**src/mtwp_defines.vh**
```
// Constants for the multiplexed temperature word port
`ifndef MTWP_DEFINES_VH
`define MTWP_DEFINES_VH
// ==========================================
// Word layout
`define MTWP_DATA_LSB      0
`define MTWP_DATA_MSB      11
`define MTWP_CHAN_LSB      12
`define MTWP_CHAN_MSB      14
`define MTWP_SIGN_BIT      15
// ==========================================
// Values
`define MTWP_FULL_SCALE    12'hfff
`define MTWP_ZERO_CODE     12'h000
`define MTWP_FIRST_CHAN    3'h0
`define MTWP_LAST_CHAN     3'h7
`define MTWP_WORD_RESET    16'h0000
`define MTWP_NUM_CHAN      8
`endif

```
**src/mtwp_sync.v**
```verilog
// Three-stage pin synchroniser with agreement filter
`timescale 1ns/1ps
module mtwp_sync (
  input  wire clock,
  input  wire reset_n,
  input  wire pin_in,
  output reg  level_q
);
  reg s1_q;
  reg s2_q;
  reg s3_q;
  // ==========================================
  // Stage chain; first stage feeds only the second
  always @(posedge clock or negedge reset_n) begin
    if (!reset_n) begin
      s1_q    <= 1'b0;
      s2_q    <= 1'b0;
      s3_q    <= 1'b0;
      level_q <= 1'b0;
    end else begin
      s1_q <= pin_in;
      s2_q <= s1_q;
      s3_q <= s2_q;
      if (s2_q == s3_q) begin
        level_q <= s3_q;
      end
    end
  end
endmodule

```
**src/mtwp_port.v**
```verilog
// Multiplexed temperature word port: eight channels through one 16-bit input word
//
// What this block does
// - Bits 14:12 carry the active channel code, 000 for the first channel up to 111 for the eighth.
// - The channel code advances by one on each host scan so one channel is offered per scan.
// - After the eighth channel the sequence wraps back to the first and repeats forever.
// - Bit 15 is a sign flag, set for a negative temperature and clear for a positive one.
// - Bits 11:0 hold an unsigned binary magnitude, bit 0 weighing 1 and bit 11 weighing 2048.
// - In millivolt or raw-count operation the input span maps linearly onto codes 0 to 4095.
// - One code step is about 12.2 uV on the 50 mV variant and 24.4 uV on the 100 mV variant.
// - In temperature operation the magnitude is delivered directly in degrees of the chosen scale.
// - An open or burnt-out thermocouple channel reports 4095.
// - With raw-count selected, conversion is bypassed and a 0 to 4095 span value is reported.
`timescale 1ns/1ps
`include "mtwp_defines.vh"
module mtwp_port #(
  parameter NUM_CHAN = `MTWP_NUM_CHAN
) (
  input  wire                     clock,
  input  wire                     reset_n,
  input  wire                     host_scan,
  input  wire                     raw_count_select,
  input  wire [NUM_CHAN*12-1:0]   conv_magnitude,
  input  wire [NUM_CHAN-1:0]      conv_negative,
  input  wire [NUM_CHAN*12-1:0]   raw_count,
  input  wire [NUM_CHAN-1:0]      burnout,
  output reg  [15:0]              channel_result_word_q,
  output reg                      word_update_q
);

  // ==========================================
  // Channel sequencer states, one-hot
  localparam [7:0] CH0    = 8'h01;
  localparam [7:0] CH1    = 8'h02;
  localparam [7:0] CH2    = 8'h04;
  localparam [7:0] CH3    = 8'h08;
  localparam [7:0] CH4    = 8'h10;
  localparam [7:0] CH5    = 8'h20;
  localparam [7:0] CH6    = 8'h40;
  localparam [7:0] CH7    = 8'h80;
  localparam       SLOTS  = `MTWP_NUM_CHAN;
  localparam       PINS   = 2;
  localparam       DATA_W = `MTWP_DATA_MSB - `MTWP_DATA_LSB + 1;

  // ==========================================
  // Signals
  wire [PINS-1:0]    pin_raw;
  wire [PINS-1:0]    pin_lvl;
  wire               scan_lvl;
  wire               raw_lvl;
  wire               scan_edge;
  wire [DATA_W-1:0]  src_mag  [0:SLOTS-1];
  wire               src_sign [0:SLOTS-1];
  reg                scan_prev_q;
  reg  [7:0]         chan_q;
  reg  [7:0]         chan_d;
  reg  [2:0]         code_d;
  reg  [DATA_W-1:0]  mag_d;
  reg                sign_d;
  reg  [15:0]        word_d;
  genvar             g;

  // ==========================================
  // Decoding helpers
  // Code of a one-hot channel state; an illegal state reads as the first channel
  function [2:0] chan_code;
    input [7:0] onehot;
    begin
      case (onehot)
        CH0: begin
          chan_code = 3'h0;
        end
        CH1: begin
          chan_code = 3'h1;
        end
        CH2: begin
          chan_code = 3'h2;
        end
        CH3: begin
          chan_code = 3'h3;
        end
        CH4: begin
          chan_code = 3'h4;
        end
        CH5: begin
          chan_code = 3'h5;
        end
        CH6: begin
          chan_code = 3'h6;
        end
        CH7: begin
          chan_code = 3'h7;
        end
        default: begin
          chan_code = 3'h0;
        end
      endcase
    end
  endfunction
  function [DATA_W-1:0] src_mag_f;
    input              burn;
    input              raw_sel;
    input [DATA_W-1:0] raw;
    input [DATA_W-1:0] conv;
    begin
      if (burn) begin
        src_mag_f = `MTWP_FULL_SCALE;
      end else if (raw_sel) begin
        // Front end already spans the input range linearly; step size is set by the variant
        src_mag_f = raw;
      end else begin
        src_mag_f = conv;
      end
    end
  endfunction
  function src_sign_f;
    input burn;
    input raw_sel;
    input neg;
    begin
      if (burn || raw_sel) begin
        // Open inputs and raw counts carry no sign
        src_sign_f = 1'b0;
      end else begin
        src_sign_f = neg;
      end
    end
  endfunction

  // ==========================================
  // Pin synchronisers for scan strobe and raw-count selection
  assign pin_raw = {raw_count_select, host_scan};
  generate
    for (g = 0; g < PINS; g = g + 1) begin : pin_sync
      mtwp_sync mtwp_sync_i (
        .clock   (clock),
        .reset_n (reset_n),
        .pin_in  (pin_raw[g]),
        .level_q (pin_lvl[g])
      );
    end
  endgenerate
  assign scan_lvl  = pin_lvl[0];
  assign raw_lvl   = pin_lvl[1];
  // Previous level resets to the idle low of the pin, so reset release gives no false scan
  assign scan_edge = scan_lvl & ~scan_prev_q;

  // ==========================================
  // Per-channel sources; slots beyond NUM_CHAN read like open inputs
  generate
    for (g = 0; g < SLOTS; g = g + 1) begin : chan_src
      if (g < NUM_CHAN) begin : used
        assign src_mag[g]  = src_mag_f(burnout[g], raw_lvl, raw_count[g*DATA_W +: DATA_W],
                                       conv_magnitude[g*DATA_W +: DATA_W]);
        assign src_sign[g] = src_sign_f(burnout[g], raw_lvl, conv_negative[g]);
      end else begin : spare
        assign src_mag[g]  = `MTWP_FULL_SCALE;
        assign src_sign[g] = 1'b0;
      end
    end
  endgenerate

  // ==========================================
  // Channel sequencer: one step per scan, wrapping after the eighth channel
  always @* begin
    case (chan_q)
      CH0: begin
        chan_d = CH1;
      end
      CH1: begin
        chan_d = CH2;
      end
      CH2: begin
        chan_d = CH3;
      end
      CH3: begin
        chan_d = CH4;
      end
      CH4: begin
        chan_d = CH5;
      end
      CH5: begin
        chan_d = CH6;
      end
      CH6: begin
        chan_d = CH7;
      end
      CH7: begin
        chan_d = CH0;
      end
      default: begin
        chan_d = CH0;
      end
    endcase
  end

  // ==========================================
  // Next word: all three fields come from the same channel
  always @* begin
    code_d = chan_code(chan_d);
    mag_d  = src_mag[code_d];
    sign_d = src_sign[code_d];
    word_d = `MTWP_WORD_RESET;
    word_d[`MTWP_SIGN_BIT]                = sign_d;
    word_d[`MTWP_CHAN_MSB:`MTWP_CHAN_LSB] = code_d;
    word_d[`MTWP_DATA_MSB:`MTWP_DATA_LSB] = mag_d;
  end

  // ==========================================
  // Word register: all fields load on one edge so no torn word is seen
  always @(posedge clock or negedge reset_n) begin
    if (!reset_n) begin
      scan_prev_q           <= 1'b0;
      // Parked on the last channel so the first scan offers the first
      chan_q                <= CH7;
      channel_result_word_q <= `MTWP_WORD_RESET;
      word_update_q         <= 1'b0;
    end else begin
      scan_prev_q   <= scan_lvl;
      word_update_q <= scan_edge;
      if (scan_edge) begin
        chan_q                <= chan_d;
        channel_result_word_q <= word_d;
      end
    end
  end
endmodule

```
**config.mk**
```make
export PLATFORM = sky130hd
export DESIGN_NAME = mtwp_port
export DESIGN_NICKNAME = d
export VERILOG_FILES = /design/src/mtwp_sync.v /design/src/mtwp_port.v
export VERILOG_INCLUDE_DIRS = /design/src
export SDC_FILE = /design/constraint.sdc
export NUM_CORES = 1
export LEC_CHECK = 0
export BUFFER_PORTS_ARGS = -buffer_cell sky130_fd_sc_hd__buf_2
export CAP_MARGIN = 20
export CORE_UTILIZATION = 38
export CTS_CLUSTER_SIZE = 14
export DETAILED_ROUTE_END_ITERATION = 8
export GPL_ROUTABILITY_DRIVEN = 0
export GPL_TIMING_DRIVEN = 0
export PLACE_DENSITY = 0.72
export SYNTH_ARGS = -nofsm -noshare
export SYNTH_HDL_FRONTEND = slang
export SYNTH_SLANG_ARGS = --single-unit
```
**constraint.sdc**
```tcl
create_clock -name clock -period 2.3 [get_ports clock]
set_input_delay 0.115 -clock clock [delete_from_list [all_inputs] [get_ports clock]]
set_output_delay 0.115 -clock clock [all_outputs]
set_load 0.05 [all_outputs]
```
Yosys cells after proc, flatten, opt, wreduce, memory -nomap -nowiden
Index checks and enable logic that the tools add are counted.
Word-level totals
  register bits after elaboration: 34
  bits of input ports: 212
  logic and storage cells: 72
Cells by class
  order comparisons: 1
  equal/unequal tests: 16
  muxes and demuxes: 32
  bitwise logic cells: 3
  reduce and logical (&&, ||, !) cells: 8
Operators by type and width (number)
  $mux 12: 18
  $pmux 8 s7: 1
  $bmux 12 s3: 1
  $pmux 3 s7: 1
  $eq 8x2->1 const B: 2
  $eq 8x3->1 const B: 2
  $eq 8x4->1 const B: 2
  $eq 8x5->1 const B: 2
  $eq 8x6->1 const B: 2
  $eq 8x7->1 const B: 2
  $mux 1: 10
  $eq 8x1->1 const B: 1
  $eq 8x8->1 const B: 1
  $logic_or 1x1->1: 8
  $ge 4x4->1 const B: 1
  $not 3->4: 1
  $bmux 1 s3: 1
  $eq 1x1->1: 2
  $and 1x1->1: 1
  $not 1->1: 1

Logic depth before layout (Yosys ltp)
  depth in word-level cells: 8
  depth in mapped cells: 9
  depth with buffers taken out: 7

By module
Synthesis repeated with hierarchy kept, for this count alone.
Unflattened totals
  cell total of the unflattened synthesis: 423
  area, all modules: 3524.6 µm²
By module, submodules not included
  mtwp_port: times used 1, cells an instance 413, area each 3301.9 µm², seq. area each 651.9 µm²
  mtwp_sync: times used 2, cells an instance 5, area each 111.4 µm², seq. area each 100.1 µm²

Worst setup path before layout
Ideal clock, no wire load.
  path kind: reg-to-reg
  start: reg chan_q[6]
  end: reg channel_result_word_q[15]
  data arrival time: 1.813 ns
  path slack: 0.383 ns
  cell stages (with the launch flop): 9
  path buffers: 2
  path through: dfrtp_1 > buf_4 > nor4_4 > nand4b_1 > nand3_2 > buf_2 > mux2i_1 > mux2i_1 > o311ai_1
On the way
  cells in the longest elaborated chain, start to end: 8
RTL lines
  start: declaration: line mtwp_port.v:55  | reg [7:0] chan_q;
  start signal: assignment: line mtwp_port.v:222  | chan_q <= chan_d;
  $eq 8x7->1, or another cell as far along: line mtwp_port.v:166  | case (chan_q)
  $pmux 8 s7 *: line mtwp_port.v:166
  $eq 8x8->1, or another cell as far along: line mtwp_port.v:69  | case (onehot)
  $pmux 3 s7 *: line mtwp_port.v:69
  $not 3->4 (not written as such) *: line mtwp_port.v:202  | sign_d = src_sign[code_d];
  $bmux 1 s3 *: line mtwp_port.v:202
  $mux 1 (not written as such) * (2 in series): line mtwp_port.v:202
  end signal: assignment: line mtwp_port.v:216  | channel_result_word_q <= `MTWP_WORD_RESET;
  end signal: assignment: line mtwp_port.v:223  | channel_result_word_q <= word_d;
  end: declaration: line mtwp_port.v:27  | output reg [15:0] channel_result_word_q,
Mark *: on every way between the ends. The rest lies on a longest branch, timed or not. The select of a mux whose other input is x is not followed.
A chain may end at the register's enable or synchronous reset.

Final worst setup path
  start: reg pin_sync[1].mtwp_sync_i.level_q
  end: reg channel_result_word_q[1]
On the way
  cells in the longest elaborated chain, start to end: 5
RTL lines
  start: declaration: line mtwp_sync.v:7  | output reg level_q
  start signal: assignment: line mtwp_sync.v:25  | level_q <= s3_q;
  $mux 12: line mtwp_port.v:108  | end else if (raw_sel) begin
  $mux 12: line mtwp_port.v:106  | if (burn) begin
  $bmux 12 s3 *: line mtwp_port.v:201  | mag_d = src_mag[code_d];
  $mux 12 (not written as such) * (2 in series): line mtwp_port.v:201
Marks and branches as above.

==> flow_metrics.py <==
metrics = {
    "yosys": {
        "yosysTopAreaCell": "dfrtp_1",
        "syn_avg_cell_area_um2": 8.691,
        "ys_ff_latch": 34,
        "yosys-top-cells-area": "dfrtp_1 (22%), mux2_2 (11%), a211oi_1 (10%), nor2b_1 (8.5%), mux2i_1 (8.1%)",
        "ys_seq_area_share_pct": 23.07,
        "netlist_area_mm2": 0.003694,
        "synth.top_cell.area_share_pct": 22.36,
        "synthArstFlopShare_pct": 100.0,
        "synth_cell_types": 50,
        "post-synth-top-count-cell": "a211oi_1",
        "synth_edf_count": 0,
        "synthCells": 425,
        "synth-main-ff-cell": "dfrtp_1",
        "ys_warn_count": 0,
        "synth_common_cells": "a211oi_1 (51), nor2b_1 (50), nand2_1 (36)",
        "synth_nets": 637,
    },
    "placement": {
        "portBuffers": 228,
        "hpwl_mm": 12.11,
        "dpl_cell_area_mm2": 0.004996,
        "place_inst": 782,
        "dp_slack_ps": -515.1,
    },
    "global_routing": {
        "grtUsageTotal_pct": 29.70,
        "grt_pass1_vias": 4466,
        "antenna_found_initial": 1,
        "overflow": 0,
        "grt_first_pass_wirelength_mm": 22.81,
        "grt_max_degree": 35,
    },
    "die": {
        "die_w_um": 100.6,
        "initial_core_util_pct": 39.60,
        "die_y_um": 100.6,
        "die_area_mm2": 0.01012,
        "ios": 229,
        "fp-row-count": 35,
        "core_mm2": 0.009328,
    },
    "power": {
        "powerDensity_mw_per_mm2": 988.3,
        "ir_worst_vdd_mv": 0.4987,
        "power.share.clock_pct": 12.9,
        "p_int_mw": 2.581,
        "p_leak_nw": 2.374,
        "p_sw_share_pct": 50.57,
        "p_switching_mw": 2.640,
        "seqPwrFrac_pct": 17.2,
        "pwr-share-comb_pct": 69.8,
        "power.total_mw": 5.221,
    },
    "finish": {
        "areaGrowthSynthToFinish_pct": 43.02,
        "fin_nets": 880,
        "instances_no_fill": 799,
        "drive_gt1_share_pct": 48.58,
        "final_util_pct": 56.63,
        "n_fill_cell": 876,
        "postLayoutCellArea_mm2": 0.005283,
    },
    "critical_path": {
        "path_class": "reg2reg",
        "critical_path_arrival_ps": 2440,
        "cp_slowest_stage_delay_ps": 430,
        "worstPathCellList": "clkbuf_1, buf_4, buf_2, mux2_2, o311ai_1, o211ai_1",
        "critPathMaxFanout": 10,
        "critPathRequiredTime_ps": 2450,
        "cp_slowest_cell": "o311ai_1",
        "start_kind": "register",
        "path_buf_inv": 3,
        "cp_top_family": "buffers and inverters",
        "r2r_slack_ps": 7,
        "end_kind": "register",
    },
    "sta": {
        "holdWs_ps": 174.2,
        "fin_crit_sh_pct": 99.71,
        "rsz0062_at_grt": "true",
        "min_period_ps": 2293,
        "finClkSkew_ps": 9.480,
        "setup_viol": 0,
        "finalSetupTns_ps": 0,
        "hold_viol_final": 0,
        "setup_slack_ps": 6.601,
        "clock.fmax_mhz": 436.0,
        "slew_violations": 0,
        "relSlewSlack_pct": 48.30,
        "worst_slew_pin_slew_ps": 775.6,
    },
    "route": {
        "vias": 4562,
        "drcViolationCount": 0,
        "drt_first_pass_iters": 5,
        "wl_per_cell_um": 19.01,
        "drt-total-wl_mm": 15.19,
        "avgViaCountPerCell": 5.710,
        "drt-initial-drc-count": 239,
        "detail-route-antenna-nets": 0,
    },
    "clock_tree": {
        "cts-htree-levels": 2,
        "clk-insertion-delay-late_ps": 300,
        "cts.clk_slew.worst_paths_ps": 80,
        "cts-root-buf": "clkbuf_8",
        "numCtsBuffers": 5,
        "cts.sinks": 34,
        "ctsLongestPathBuffers": 2,
        "cts_tree": "built",
    },
    "job": {
        "cap_violations": 0,
    },
    "worst_hold_path": {
        "hold_path_class": "in2reg",
    },
    "status": {
        "status": "finished clean",
    },
}
==> logic make-up (layout without fill, tap and decap cells) <==
kind of cell             Yosys count  in the layout  share of synthesized area [%]
AND/OR/NAND/NOR                  146            146                          23.07
AO/OA/AOI/OAI                    125            125                          26.22
multiplexers                      65             65                          18.80
buffers and inverters             49            293                          7.351
flip-flops                        34             34                          23.07
XOR/XNOR                           4              4                         0.9487
adder cells (fa/ha/maj)            2              2                         0.5420
other                              0              1                              0
==> power groups by stage <==
| stage | registers, mW | clock network, mW | logic, mW |
|---|---|---|---|
| floorplan | 1.36 | 0 | 1.93 |
| detailed placement | 0.894 | 0 | 3.39 |
| global route | 0.914 | 0.702 | 3.86 |
| global placement | 0.901 | 0 | 3.32 |
| CTS | 0.891 | 0.679 | 3.46 |
| finish | 0.899 | 0.675 | 3.65 |
==> path summary, 6_finish.rpt <==
check	startpoint	to	cells past startpoint
max in group asynchronous	reset_n	channel_result_word_q[3]	2
max reg2reg	pin_sync[1].mtwp_sync_i.level_q	channel_result_word_q[1]	6
min	burnout[2]	channel_result_word_q[8]	3
min in group asynchronous	reset_n	scan_prev_q	2
max	pin_sync[1].mtwp_sync_i.level_q	channel_result_word_q[1]	6
min reg2reg	pin_sync[0].mtwp_sync_i.s1_q	pin_sync[0].mtwp_sync_i.s2_q	0
==> per-layer routing <==
layer / GRT usage [%] / share of wire (%)
met1: 37.14 / 40
met2: 49.89 / 50
met3: 5.340 / 7.3
met4: 13.27 / 3.2
met5: 0 / 0
==> cells in the final DEF (no fill, tap or decap), drive strengths merged, types with 2 or more instances in the layout <==
cell	netlist	layout
nor4	13	13
nand2	36	36
o211ai	11	11
maj3	2	2
dfrtp	33	33
nor2b	50	50
nand4	2	2
or3	12	12
o21ai	19	19
mux2	35	35
nor3	2	2
bufinv	0	2
inv	2	2
dlygate4sd3	0	3
xor2	2	2
a211oi	51	51
a31o	11	11
a32oi	12	12
nand4b	4	4
o311ai	13	13
nand2b	9	9
mux2i	30	30
buf	28	255
nor4b	2	2
nor2	8	8
clkbuf	19	30
nand3	3	3
xnor2	2	2
==> sequential cells by signal, summed over array words and instances, names as in the netlist <==
register and flops:
channel_result_word_q 16, word_update_q 1, pin_sync.mtwp_sync_i.s3_q 2, chan_q 8, pin_sync.mtwp_sync_i.s2_q 2, pin_sync.mtwp_sync_i.s1_q 2, pin_sync.mtwp_sync_i.level_q 2, scan_prev_q 1
==> worst register-to-register path, stage by stage (launching register included) <==
cell      delay [ps]
dfrtp_1          340
clkbuf_1         270
buf_4            300
buf_2            290
mux2_2           360
o311ai_1         430
o211ai_1         160
==> area by class of cell <==
cell class | instances | area [um2] | share of cell area (%)
multi-input combinational | 342 | 2614 | 49.48
inverter | 2 | 7.507 | 0.1421
buffer | 46 | 291.5 | 5.519
clock buffer | 5 | 68.82 | 1.303
sequential | 34 | 852.1 | 16.13
antenna | 1 | 2.502 | 0.04737
clock inverter | 3 | 68.82 | 1.303
tap | 129 | 161.4 | 3.055
timing repair buffer | 237 | 1216 | 23.02
==> what timing repair did <==
action                     CTS  global route
setup endpoints to repair   13            13
pin swaps                    2             2
hold endpoints to repair    35             0
hold buffers                 3             0
gates resized for setup      9            19
setup buffers                3             3
gates cloned                 0             0
(Power assumes the default switching activity.)
